--- config.mk ---
export PLATFORM = sky130hd
export DESIGN_NAME = esc_ctrl
export DESIGN_NICKNAME = d
export VERILOG_FILES = /design/src/esc_pkg.sv /design/src/esc_bus_cycle.sv /design/src/esc_ctrl.sv
export SDC_FILE = /design/constraint.sdc
export NUM_CORES = 1
export LEC_CHECK = 0
export BUFFER_PORTS_ARGS = -buffer_cell sky130_fd_sc_hd__buf_4
export CAP_MARGIN = 40
export CORE_MARGIN = 1
export CORE_UTILIZATION = 58
export DETAILED_ROUTE_END_ITERATION = 8
export PLACE_DENSITY = 0.86
export SYNTH_ARGS = -nofsm -noshare
export SYNTH_HDL_FRONTEND = slang
export SYNTH_HIERARCHICAL = 1
export SYNTH_SLANG_ARGS = --single-unit
export TNS_END_PERCENT = 100
--- constraint.sdc ---
create_clock -name clock_in -period 2.6 [get_ports clock_in]
set_input_delay 0.26 -clock clock_in [delete_from_list [all_inputs] [get_ports clock_in]]
set_output_delay 0.26 -clock clock_in [all_outputs]
set_load 0.05 [all_outputs]
--- src/esc_pkg.sv ---
// Shared types and constants for the erase-suspend flash command controller.
// Assumes a x16 parallel flash with 22 word-address bits and a 100 MHz host clock.
package esc_pkg;

  localparam int          ADDR_W        = 22;
  localparam int          DATA_W        = 16;
  localparam int          SECT_LSB      = 15;

  // Command addresses and data codes
  localparam logic [21:0] A_UNLOCK1     = 22'h000555;
  localparam logic [21:0] A_UNLOCK2     = 22'h0002AA;
  localparam logic [15:0] D_UNLOCK1     = 16'h00AA;
  localparam logic [15:0] D_UNLOCK2     = 16'h0055;
  localparam logic [15:0] D_WORD_PROG   = 16'h00A0;
  localparam logic [15:0] D_BUF_LOAD    = 16'h0025;
  localparam logic [15:0] D_BUF_CONFIRM = 16'h0029;
  localparam logic [15:0] D_RESUME      = 16'h0030;
  localparam logic [15:0] D_PROG_RESUME = 16'h0050;
  localparam logic [15:0] D_PROG_SUSP   = 16'h0051;
  localparam logic [15:0] D_PROG_SUSP_L = 16'h00B0;
  localparam logic [15:0] D_RESET       = 16'h00F0;
  localparam logic [15:0] D_STAT_READ   = 16'h0070;
  localparam logic [15:0] D_STAT_CLEAR  = 16'h0071;

  // Status word bits
  localparam int          ST_READY_BIT  = 7;
  localparam int          ST_FAIL_BIT   = 5;

  // Bus timing, least times rounded up to whole cycles
  localparam int          CLK_NS        = 10;
  localparam int          T_WP_NS       = 35;
  localparam int          T_ACC_NS      = 70;
  localparam int          T_REC_NS      = 20;
  localparam int          T_PSL_NS      = 20000;
  localparam int          SYNC_CYC      = 2;
  localparam logic [3:0]  WP_CYC        = 4'((T_WP_NS + CLK_NS - 1) / CLK_NS);
  localparam logic [3:0]  ACC_CYC       = 4'((T_ACC_NS + CLK_NS - 1) / CLK_NS + SYNC_CYC);
  localparam logic [3:0]  REC_CYC       = 4'((T_REC_NS + CLK_NS - 1) / CLK_NS);
  localparam logic [11:0] PSL_CYC       = 12'((T_PSL_NS + CLK_NS - 1) / CLK_NS);

  typedef enum logic [2:0] {
    OP_RESUME_ERASE = 3'b000,
    OP_WORD_PROG    = 3'b001,
    OP_BUF_PROG     = 3'b010,
    OP_PROG_SUSPEND = 3'b011,
    OP_PROG_RESUME  = 3'b100,
    OP_RESET        = 3'b101,
    OP_STAT_READ    = 3'b110,
    OP_STAT_CLEAR   = 3'b111
  } esc_op_t;

  // Host view of the device state
  typedef enum logic [2:0] {
    MODE_ERASE_SUSP = 3'b000,
    MODE_PROG_BUSY  = 3'b001,
    MODE_PROG_SUSP  = 3'b010,
    MODE_HANG       = 3'b011,
    MODE_ERASING    = 3'b100
  } esc_mode_t;

  typedef struct packed {
    esc_op_t     op;
    logic        legacy;
    logic [21:0] addr;
    logic [6:0]  count;
  } esc_cmd_t;

  typedef struct packed {
    logic        write;
    logic [21:0] addr;
    logic [15:0] data;
  } esc_cyc_t;

  typedef struct packed {
    logic [21:0] addr;
    logic [15:0] dq;
    logic        dq_oe;
    logic        ce_n;
    logic        oe_n;
    logic        we_n;
  } esc_pins_t;

endpackage : esc_pkg

--- src/esc_bus_cycle.sv ---
// One asynchronous flash bus cycle (write or read) driven from registers.
// Assumes start_in only while idle; dq_in comes from the pins, another domain.
`timescale 1ns/1ps
module esc_bus_cycle (
  input  wire logic              clock_in,
  input  wire logic              rst_in,
  input  wire logic              start_in,
  input  wire esc_pkg::esc_cyc_t cyc_in,
  input  wire logic [15:0]       dq_in,
  output esc_pkg::esc_pins_t     pins_out,
  output logic [15:0]            rdata_out,
  output logic                   done_out
);

  typedef enum logic [1:0] {
    PH_IDLE = 2'b00,
    PH_ACT  = 2'b01,
    PH_REC  = 2'b10
  } esc_phase_t;

  esc_phase_t         phase_ff, nxt_phase;
  logic [3:0]         cnt_ff, nxt_cnt;
  esc_pkg::esc_pins_t pins_ff, nxt_pins;
  logic [15:0]        rdata_ff, nxt_rdata;
  logic               done_ff, nxt_done;
  logic [15:0]        dq_meta_ff, dq_sync_ff;

  always_comb
  begin
    nxt_phase = phase_ff;
    nxt_cnt   = cnt_ff;
    nxt_pins  = pins_ff;
    nxt_rdata = rdata_ff;
    nxt_done  = 1'b0;
    case (phase_ff)
      PH_IDLE:
      begin
        if (start_in)
        begin
          nxt_phase      = PH_ACT;
          nxt_pins.addr  = cyc_in.addr;
          nxt_pins.dq    = cyc_in.data;
          nxt_pins.dq_oe = cyc_in.write;
          nxt_pins.ce_n  = 1'b0;
          nxt_pins.we_n  = ~cyc_in.write;
          nxt_pins.oe_n  = cyc_in.write;
          nxt_cnt        = cyc_in.write ? esc_pkg::WP_CYC : esc_pkg::ACC_CYC;
        end
      end
      PH_ACT:
      begin
        if (cnt_ff == 4'h1)
        begin
          nxt_phase     = PH_REC;
          nxt_cnt       = esc_pkg::REC_CYC;
          nxt_pins.ce_n = 1'b1;
          nxt_pins.we_n = 1'b1;
          nxt_pins.oe_n = 1'b1;
          if (!pins_ff.dq_oe)
            nxt_rdata = dq_sync_ff;
        end
        else
          nxt_cnt = cnt_ff - 4'h1;
      end
      PH_REC:
      begin
        if (cnt_ff == 4'h1)
        begin
          nxt_phase      = PH_IDLE;
          nxt_pins.dq_oe = 1'b0;
          nxt_done       = 1'b1;
        end
        else
          nxt_cnt = cnt_ff - 4'h1;
      end
      default:
        nxt_phase = PH_IDLE;
    endcase
  end

  always_ff @(posedge clock_in)
  begin
    dq_meta_ff <= dq_in;
    dq_sync_ff <= dq_meta_ff;
    if (rst_in)
    begin
      phase_ff <= PH_IDLE;
      cnt_ff   <= 4'h0;
      pins_ff  <= '{addr: 22'h000000, dq: 16'h0000, dq_oe: 1'b0,
                    ce_n: 1'b1, oe_n: 1'b1, we_n: 1'b1};
      rdata_ff <= 16'h0000;
      done_ff  <= 1'b0;
    end
    else
    begin
      phase_ff <= nxt_phase;
      cnt_ff   <= nxt_cnt;
      pins_ff  <= nxt_pins;
      rdata_ff <= nxt_rdata;
      done_ff  <= nxt_done;
    end
  end

  assign pins_out  = pins_ff;
  assign rdata_out = rdata_ff;
  assign done_out  = done_ff;

endmodule : esc_bus_cycle

--- src/esc_ctrl.sv ---
// Host controller that drives a flash held in erase suspend through its bus pins.
// Assumes the flash is erase-suspended when rst_in is released.
`timescale 1ns/1ps
module esc_ctrl (
  input  wire logic              clock_in,
  input  wire logic              rst_in,
  input  wire logic              cmd_valid_in,
  input  wire esc_pkg::esc_cmd_t cmd_in,
  input  wire logic              data_valid_in,
  input  wire logic [15:0]       data_in,
  input  wire logic [15:0]       dq_in,
  output esc_pkg::esc_pins_t     pins_out,
  output logic                   cmd_ready_out,
  output logic                   data_ready_out,
  output logic                   done_out,
  output logic                   refused_out,
  output logic [15:0]            status_out,
  output esc_pkg::esc_mode_t     mode_out
);

  typedef enum logic [3:0] {
    ST_IDLE    = 4'b0000,
    ST_UL1     = 4'b0001,
    ST_UL2     = 4'b0010,
    ST_ENTRY   = 4'b0011,
    ST_WCOUNT  = 4'b0100,
    ST_WDATA   = 4'b0101,
    ST_CONFIRM = 4'b0110,
    ST_SINGLE  = 4'b0111,
    ST_READ    = 4'b1000,
    ST_LATENCY = 4'b1001
  } esc_state_t;

  esc_state_t         state_ff, nxt_state;
  esc_pkg::esc_mode_t mode_ff, nxt_mode;
  esc_pkg::esc_cmd_t  cmd_ff, nxt_cmd;
  esc_pkg::esc_cyc_t  cyc_ff, nxt_cyc;
  logic               start_ff, nxt_start;
  logic               pend_ff, nxt_pend;
  logic [7:0]         remain_ff, nxt_remain;
  logic [21:0]        waddr_ff, nxt_waddr;
  logic [11:0]        wait_ff, nxt_wait;
  logic               cmd_ready_ff, nxt_cmd_ready;
  logic               data_ready_ff, nxt_data_ready;
  logic               done_ff, nxt_done;
  logic               refused_ff, nxt_refused;
  logic [15:0]        status_ff, nxt_status;
  logic               eng_done;
  logic [15:0]        eng_rdata;

  // Sector address: upper bits of the command address, offset cleared
  function automatic logic [21:0] sect(input logic [21:0] a);
    sect = {a[21:esc_pkg::SECT_LSB], 15'h0000};
  endfunction : sect

  function automatic esc_pkg::esc_cyc_t wr(input logic [21:0] a, input logic [15:0] d);
    wr = '{write: 1'b1, addr: a, data: d};
  endfunction : wr

  // Which operations the device accepts in each host mode
  function automatic logic legal(input esc_pkg::esc_mode_t m, input esc_pkg::esc_op_t o);
    case (m)
      esc_pkg::MODE_ERASE_SUSP: legal = (o != esc_pkg::OP_PROG_SUSPEND) &&
                                        (o != esc_pkg::OP_PROG_RESUME);
      esc_pkg::MODE_PROG_BUSY:  legal = (o == esc_pkg::OP_PROG_SUSPEND) ||
                                        (o == esc_pkg::OP_STAT_READ);
      esc_pkg::MODE_HANG:       legal = (o == esc_pkg::OP_RESET) ||
                                        (o == esc_pkg::OP_STAT_READ);
      esc_pkg::MODE_PROG_SUSP:  legal = (o == esc_pkg::OP_PROG_RESUME) ||
                                        (o == esc_pkg::OP_RESET) ||
                                        (o == esc_pkg::OP_STAT_READ);
      default:                  legal = (o == esc_pkg::OP_STAT_READ);
    endcase
  endfunction : legal

  // Single-write command for each operation sent through ST_SINGLE
  function automatic esc_pkg::esc_cyc_t single(input esc_pkg::esc_cmd_t c);
    case (c.op)
      esc_pkg::OP_RESUME_ERASE: single = wr(c.addr, esc_pkg::D_RESUME);
      esc_pkg::OP_PROG_SUSPEND: single = wr(c.addr, c.legacy ? esc_pkg::D_PROG_SUSP_L
                                                             : esc_pkg::D_PROG_SUSP);
      esc_pkg::OP_PROG_RESUME:  single = wr(c.addr, c.legacy ? esc_pkg::D_RESUME
                                                             : esc_pkg::D_PROG_RESUME);
      esc_pkg::OP_RESET:        single = wr(c.addr, esc_pkg::D_RESET);
      esc_pkg::OP_STAT_CLEAR:   single = wr(esc_pkg::A_UNLOCK1, esc_pkg::D_STAT_CLEAR);
      default:                  single = wr(esc_pkg::A_UNLOCK1, esc_pkg::D_STAT_READ);
    endcase
  endfunction : single

  always_comb
  begin
    nxt_state      = state_ff;
    nxt_mode       = mode_ff;
    nxt_cmd        = cmd_ff;
    nxt_cyc        = cyc_ff;
    nxt_start      = 1'b0;
    nxt_pend       = pend_ff;
    nxt_remain     = remain_ff;
    nxt_waddr      = waddr_ff;
    nxt_wait       = wait_ff;
    nxt_cmd_ready  = cmd_ready_ff;
    nxt_data_ready = data_ready_ff;
    nxt_done       = 1'b0;
    nxt_refused    = 1'b0;
    nxt_status     = status_ff;
    case (state_ff)
      ST_IDLE:
      begin
        if (cmd_valid_in && cmd_ready_ff)
        begin
          if (!legal(mode_ff, cmd_in.op))
            nxt_refused = 1'b1;
          else
          begin
            nxt_cmd       = cmd_in;
            nxt_cmd_ready = 1'b0;
            nxt_waddr     = cmd_in.addr;
            nxt_remain    = {1'b0, cmd_in.count};
            if (cmd_in.op == esc_pkg::OP_WORD_PROG || cmd_in.op == esc_pkg::OP_BUF_PROG)
              nxt_state = ST_UL1;
            else
              nxt_state = ST_SINGLE;
          end
        end
      end
      ST_UL1, ST_UL2, ST_ENTRY, ST_WCOUNT, ST_CONFIRM, ST_SINGLE, ST_READ:
      begin
        if (!pend_ff)
        begin
          nxt_pend  = 1'b1;
          nxt_start = 1'b1;
          case (state_ff)
            ST_UL1:    nxt_cyc = wr(esc_pkg::A_UNLOCK1, esc_pkg::D_UNLOCK1);
            ST_UL2:    nxt_cyc = wr(esc_pkg::A_UNLOCK2, esc_pkg::D_UNLOCK2);
            ST_ENTRY:  nxt_cyc = (cmd_ff.op == esc_pkg::OP_WORD_PROG)
                               ? wr(esc_pkg::A_UNLOCK1, esc_pkg::D_WORD_PROG)
                               : wr(sect(cmd_ff.addr), esc_pkg::D_BUF_LOAD);
            ST_WCOUNT: nxt_cyc = wr(sect(cmd_ff.addr), {9'h000, cmd_ff.count});
            ST_CONFIRM: nxt_cyc = wr(sect(cmd_ff.addr), esc_pkg::D_BUF_CONFIRM);
            ST_SINGLE: nxt_cyc = single(cmd_ff);
            default:   nxt_cyc = '{write: 1'b0, addr: 22'h000000, data: 16'h0000};
          endcase
        end
        else if (eng_done)
        begin
          nxt_pend = 1'b0;
          case (state_ff)
            ST_UL1: nxt_state = ST_UL2;
            ST_UL2: nxt_state = ST_ENTRY;
            ST_ENTRY:
            begin
              nxt_state      = (cmd_ff.op == esc_pkg::OP_WORD_PROG) ? ST_WDATA : ST_WCOUNT;
              nxt_data_ready = (cmd_ff.op == esc_pkg::OP_WORD_PROG);
            end
            ST_WCOUNT:
            begin
              nxt_state      = ST_WDATA;
              nxt_data_ready = 1'b1;
            end
            ST_CONFIRM:
            begin
              nxt_mode      = esc_pkg::MODE_PROG_BUSY;
              nxt_state     = ST_IDLE;
              nxt_cmd_ready = 1'b1;
              nxt_done      = 1'b1;
            end
            ST_SINGLE:
            begin
              nxt_state     = ST_IDLE;
              nxt_cmd_ready = 1'b1;
              nxt_done      = 1'b1;
              case (cmd_ff.op)
                esc_pkg::OP_RESUME_ERASE: nxt_mode = esc_pkg::MODE_ERASING;
                esc_pkg::OP_PROG_RESUME:  nxt_mode = esc_pkg::MODE_PROG_BUSY;
                esc_pkg::OP_PROG_SUSPEND:
                begin
                  nxt_state     = ST_LATENCY;
                  nxt_wait      = esc_pkg::PSL_CYC;
                  nxt_cmd_ready = 1'b0;
                  nxt_done      = 1'b0;
                end
                esc_pkg::OP_RESET:
                  if (mode_ff == esc_pkg::MODE_HANG)
                    nxt_mode = esc_pkg::MODE_ERASE_SUSP;
                esc_pkg::OP_STAT_READ:
                begin
                  nxt_state     = ST_READ;
                  nxt_cmd_ready = 1'b0;
                  nxt_done      = 1'b0;
                end
                default: nxt_mode = mode_ff;
              endcase
            end
            default:
            begin
              nxt_status    = eng_rdata;
              nxt_state     = ST_IDLE;
              nxt_cmd_ready = 1'b1;
              nxt_done      = 1'b1;
              if (mode_ff == esc_pkg::MODE_PROG_BUSY && eng_rdata[esc_pkg::ST_READY_BIT])
                nxt_mode = eng_rdata[esc_pkg::ST_FAIL_BIT] ? esc_pkg::MODE_HANG
                                                           : esc_pkg::MODE_ERASE_SUSP;
            end
          endcase
        end
      end
      ST_WDATA:
      begin
        if (data_valid_in && data_ready_ff)
        begin
          nxt_data_ready = 1'b0;
          nxt_pend       = 1'b1;
          nxt_start      = 1'b1;
          nxt_cyc        = wr(nxt_cmd.op == esc_pkg::OP_WORD_PROG ? cmd_ff.addr : waddr_ff,
                              data_in);
        end
        else if (pend_ff && eng_done)
        begin
          nxt_pend   = 1'b0;
          nxt_remain = remain_ff - 8'h01;
          nxt_waddr  = waddr_ff + 22'h000001;
          if (cmd_ff.op == esc_pkg::OP_WORD_PROG)
          begin
            nxt_mode      = esc_pkg::MODE_PROG_BUSY;
            nxt_state     = ST_IDLE;
            nxt_cmd_ready = 1'b1;
            nxt_done      = 1'b1;
          end
          else if (remain_ff == 8'h00)
            nxt_state = ST_CONFIRM;
          else
            nxt_data_ready = 1'b1;
        end
      end
      ST_LATENCY:
      begin
        if (wait_ff == 12'h001)
        begin
          nxt_mode      = esc_pkg::MODE_PROG_SUSP;
          nxt_state     = ST_IDLE;
          nxt_cmd_ready = 1'b1;
          nxt_done      = 1'b1;
        end
        else
          nxt_wait = wait_ff - 12'h001;
      end
      default:
        nxt_state = ST_IDLE;
    endcase
  end

  always_ff @(posedge clock_in)
  begin
    if (rst_in)
    begin
      state_ff      <= ST_IDLE;
      mode_ff       <= esc_pkg::MODE_ERASE_SUSP;
      cmd_ff        <= '{op: esc_pkg::OP_STAT_READ, legacy: 1'b0,
                         addr: 22'h000000, count: 7'h00};
      cyc_ff        <= '{write: 1'b0, addr: 22'h000000, data: 16'h0000};
      start_ff      <= 1'b0;
      pend_ff       <= 1'b0;
      remain_ff     <= 8'h00;
      waddr_ff      <= 22'h000000;
      wait_ff       <= 12'h000;
      cmd_ready_ff  <= 1'b1;
      data_ready_ff <= 1'b0;
      done_ff       <= 1'b0;
      refused_ff    <= 1'b0;
      status_ff     <= 16'h0000;
    end
    else
    begin
      state_ff      <= nxt_state;
      mode_ff       <= nxt_mode;
      cmd_ff        <= nxt_cmd;
      cyc_ff        <= nxt_cyc;
      start_ff      <= nxt_start;
      pend_ff       <= nxt_pend;
      remain_ff     <= nxt_remain;
      waddr_ff      <= nxt_waddr;
      wait_ff       <= nxt_wait;
      cmd_ready_ff  <= nxt_cmd_ready;
      data_ready_ff <= nxt_data_ready;
      done_ff       <= nxt_done;
      refused_ff    <= nxt_refused;
      status_ff     <= nxt_status;
    end
  end

  esc_bus_cycle u_bus (
    .clock_in (clock_in),
    .rst_in   (rst_in),
    .start_in (start_ff),
    .cyc_in   (cyc_ff),
    .dq_in    (dq_in),
    .pins_out (pins_out),
    .rdata_out(eng_rdata),
    .done_out (eng_done)
  );

  assign cmd_ready_out  = cmd_ready_ff;
  assign data_ready_out = data_ready_ff;
  assign done_out       = done_ff;
  assign refused_out    = refused_ff;
  assign status_out     = status_ff;
  assign mode_out       = mode_ff;

endmodule : esc_ctrl

==> key figures <==
Detailed routing
  • Drt via density: between 6 and 7
  • Drt drc: 0
  • First drt pass iteration count: 5
  • Final wirelength: between 30000 and 40000 um
  • Drt initial violations: 905
  • Via Count: 10400
  • Remaining antenna violation count: 0
  • Routed WL per cell: approximately 19 um

Timing
  • Final setup violating endpoints: 0
  • Worst slew margin: a little over two fifths
  • Worst Hold Margin: 3.85 ps
  • Fin. max-slew vios: 0
  • Period minus WS final: around 2500 ps
  • Worst-margin pin slew: roughly 860 ps
  • Max Fclk: a little over 400 MHz
  • Part of the cycle the worst path needs: a little over nine tenths
  • Final Skew: 14.8 ps
  • Fin. Hold Viols: 0

Final layout
  • Most common cell after layout, fill and taps aside: nand2_1
  • Layout cells sized above 1: 18.5%
  • Synthesis-to-finish area growth: 24.8%
  • Post-route cell area: 0.0132 mm2
  • Final net count: approximately 1500
  • Ant diodes: 0
  • Commonest non-fill, non-tap cells in the layout: 290 x nand2_1, 240 x dfxtp_1, 186 x buf_4

Worst setup path
  • Setup crit end: remain_ff[6]
  • CP bufs+invs: 1
  • WP depth: 6
  • Critical Path Max Stage Delay: ~630 ps
  • CP Data Arrival Time: 2890 ps
  • R2R Setup Slk: about 130 ps
  • Startpoint types: flop
  • Worst Path Class, Setup: reg2reg
  • CP required: between 3000 and 4000 ps
  • CP Capture Type: flop
  • R2r worst-path depth: 6
  • Setup crit start: state_ff[2]
  • CP max-delay cell: or4_4
  • Critical R2R Launch: state_ff[2]
  • CP Cell Sequence: or4_4, or2_1, a21oi_2, nand2_2, buf_4, o32ai_1
  • Worst r2r dst: remain_ff[6]
  • CP top delay family: simple AND/OR/NAND/NOR gates
  • Critical-path maximum fanout: 11

CTS
  • CTS Sinks: 240
  • Max clock buf depth: 3
  • TritonCTS clock tree: built
  • Cts bufs inserted: 25
  • Clock Latency Late Sink: 520 ps
  • Clock transition at the registers of the reported paths: ~60 ps
  • # H-tree levels: 1
  • Clock root buffer: clkbuf_16

Yosys
  • YS warnings: 6
  • Syn_nets: roughly 1400
  • EDFF count, synth: 0
  • Seq/Total Area, Yosys: 45.3%
  • Top_reg_cell synth: dfxtp_1
  • Synthesized instance count: between 1000 and 1500
  • Post-Syn Area: approximately 0.011 mm2
  • Seq cells post-synth: 240
  • Synth cell types: 94
  • Synth async-reset ratio: 0%
  • Mean Syn Cell Area: between 8 and 9 um2

Worst hold path
  • Hold Path Class: in2reg
  • Hold_sp: cmd_in[11]

Place
  • Routability cong.: roughly 0.95
  • Post-DP HPWL: 21700 um
  • DP Area: ~0.012 mm2
  • Port Buf Inserts: ~130

GRT
  • GRT overflow: 0
  • Global-route wire length before repair: 50400 um
  • GRT Util Overall: 34.0%
  • Vias in the first global route: 9889
  • Largest net degree at the start of global routing: 200
  • Initial antenna violation count: 1

Die
  • Top Ports: about 130
  • DIE HEIGHT: between 100 and 150 um
  • Full die area: ~0.019 mm2
  • Core area: between 0.015 and 0.02 mm2
  • Row cnt: 49
  • Die X: roughly 140 um
  • Starting density of the core: around three fifths

Pwr
  • Cell Pwr Density: around 1000 mW/mm2
  • Peak supply drop: between 0.8 and 0.9 mV
  • Pleak: roughly 5.1 nW

Status
  • Status: complete, no violations

Job
  • Maxcap violations: 0
## cells in the mapped netlist (4+ instances only)
library cell,number,area share [%]
nand2_1,290,10
dfxtp_1,240,45
a21oi_1,186,8.8
nor2_1,85,3.0
clkbuf_1,66,2.3
o21ai_0,39,1.8
nand3_1,28,1.3
inv_1,23,0.81
a211oi_1,22,1.6
nor3_1,20,0.94
o32ai_1,17,1.4
a221oi_1,16,1.3
buf_2,16,0.75
a22oi_1,14,0.99
nor2b_1,13,0.77
o211ai_1,12,0.85
ha_1,10,1.2
nor4_1,10,0.59
a31oi_1,9,0.53
xor2_1,9,0.74
mux2i_1,8,0.75
a2bb2oi_1,7,0.58
and3_1,7,0.41
nand2b_1,7,0.41
a21o_1,6,0.42
buf_1,6,0.21
nand4_1,6,0.35
nor3b_1,6,0.42
o21a_1,6,0.42
or3_1,6,0.35
clkbuf_8,5,0.65
nor4b_1,5,0.41
a22o_1,4,0.33
a32o_1,4,0.38
and2_1,4,0.24
nand4b_1,4,0.33
or4_1,4,0.28
## worst min-delay path by stage
stage / cells past startpoint / end / slack (ps)
finish: 3 / cmd_ff[11] / 4
global route: 3 / cyc_ff[13] / 7
CTS: 3 / cmd_ff[7] / 0.5
detailed placement: 0 / u_bus/dq_sync_ff[12] / 310
global placement: 0 / u_bus/dq_sync_ff[10] / 310
floorplan: 0 / u_bus/dq_meta_ff[0] / 290
## sequential cells by signal, indices dropped and copies added, names as in the netlist, 2 cells and up
signal	cells
u_bus/dq_sync_ff	16
u_bus/phase_ff	2
u_bus/pins_out	42
cmd_ff	33
mode_out	3
u_bus/rdata_out	16
waddr_ff	22
remain_ff	8
state_ff	4
cyc_ff	39
u_bus/cnt_ff	4
status_out	16
wait_ff	12
u_bus/dq_meta_ff	16
## cell type report
| class | instances | area (um2) |
|---|---|---|
| multi-input cells | 942 | 5300 |
| flip-flops and latches | 240 | 4800 |
| fillers | 1301 | 4720 |
| repair buffers | 226 | 1850 |
| clock buffers | 34 | 719 |
| well taps | 229 | 287 |
| clock inverters | 11 | 191 |
| inverters | 25 | 93.8 |
## power breakdown
part,switching (mW),leakage (nW),internal (mW)
Combinational,2.87,2.68,1.81
Sequential,0.513,1.96,4.20
Clock,1.47,0.450,2.43
Total,4.85,5.09,8.44
## logic make-up (layout without fill, tap and decap cells)
kind of cell             count (synthesis)  count (layout)  share of synthesized area (%)
buffers and inverters                  122             296                           5.11
adder cells (fa/ha/maj)                 11              11                           1.27
XOR/XNOR                                12              12                          0.990
AO/OA/AOI/OAI                          386             386                           23.3
multiplexers                            11              11                           1.13
flip-flops                             240             240                           45.3
AND/OR/NAND/NOR                        522             522                           22.9
## worst register-to-register path, delay by kind of cell (launching register included)
kind            cells  cell delay, ps
buf+inv             1             230
simple gates        3            1150
compound gates      2             550
flops               1             450
## metal layers
layer / part of all wire [%] / up-vias / GRT usage [%] / wire length (um)
met2: 48 / 509 / 56.6 / 15500
met4: 4.0 / 0 / 14.8 / 1280
met3: 8.2 / 97 / 6.18 / 2650
met1: 40 / 4847 / 42.8 / 12900
li1: - / 4927 / - / -
met5: 0 / - / 0 / 0
## timing repair
action,CTS,global route
endpoints found under the hold margin,34,0
hold buffers,34,0
setup buffers,0,1
resized for setup,0,5
endpoints found under the setup margin,0,38
## stage by stage
step	std cells	worst slack, ps	power [mW]	util [%]	TNS, ps
5_1_grt	1707	-7.64	13.9	73.7	-8.87
3_3_place_gp	1627	160	9.14	66.6	0
4_1_cts	1706	76.7	13.2	73.6	0
3_5_place_dp	1627	79.1	9.24	66.6	0
2_1_floorplan	1304	156	7.75	-	0
6_report	1707	129	13.3	73.7	0
No activity file was read; power rests on OpenSTA's default activity.
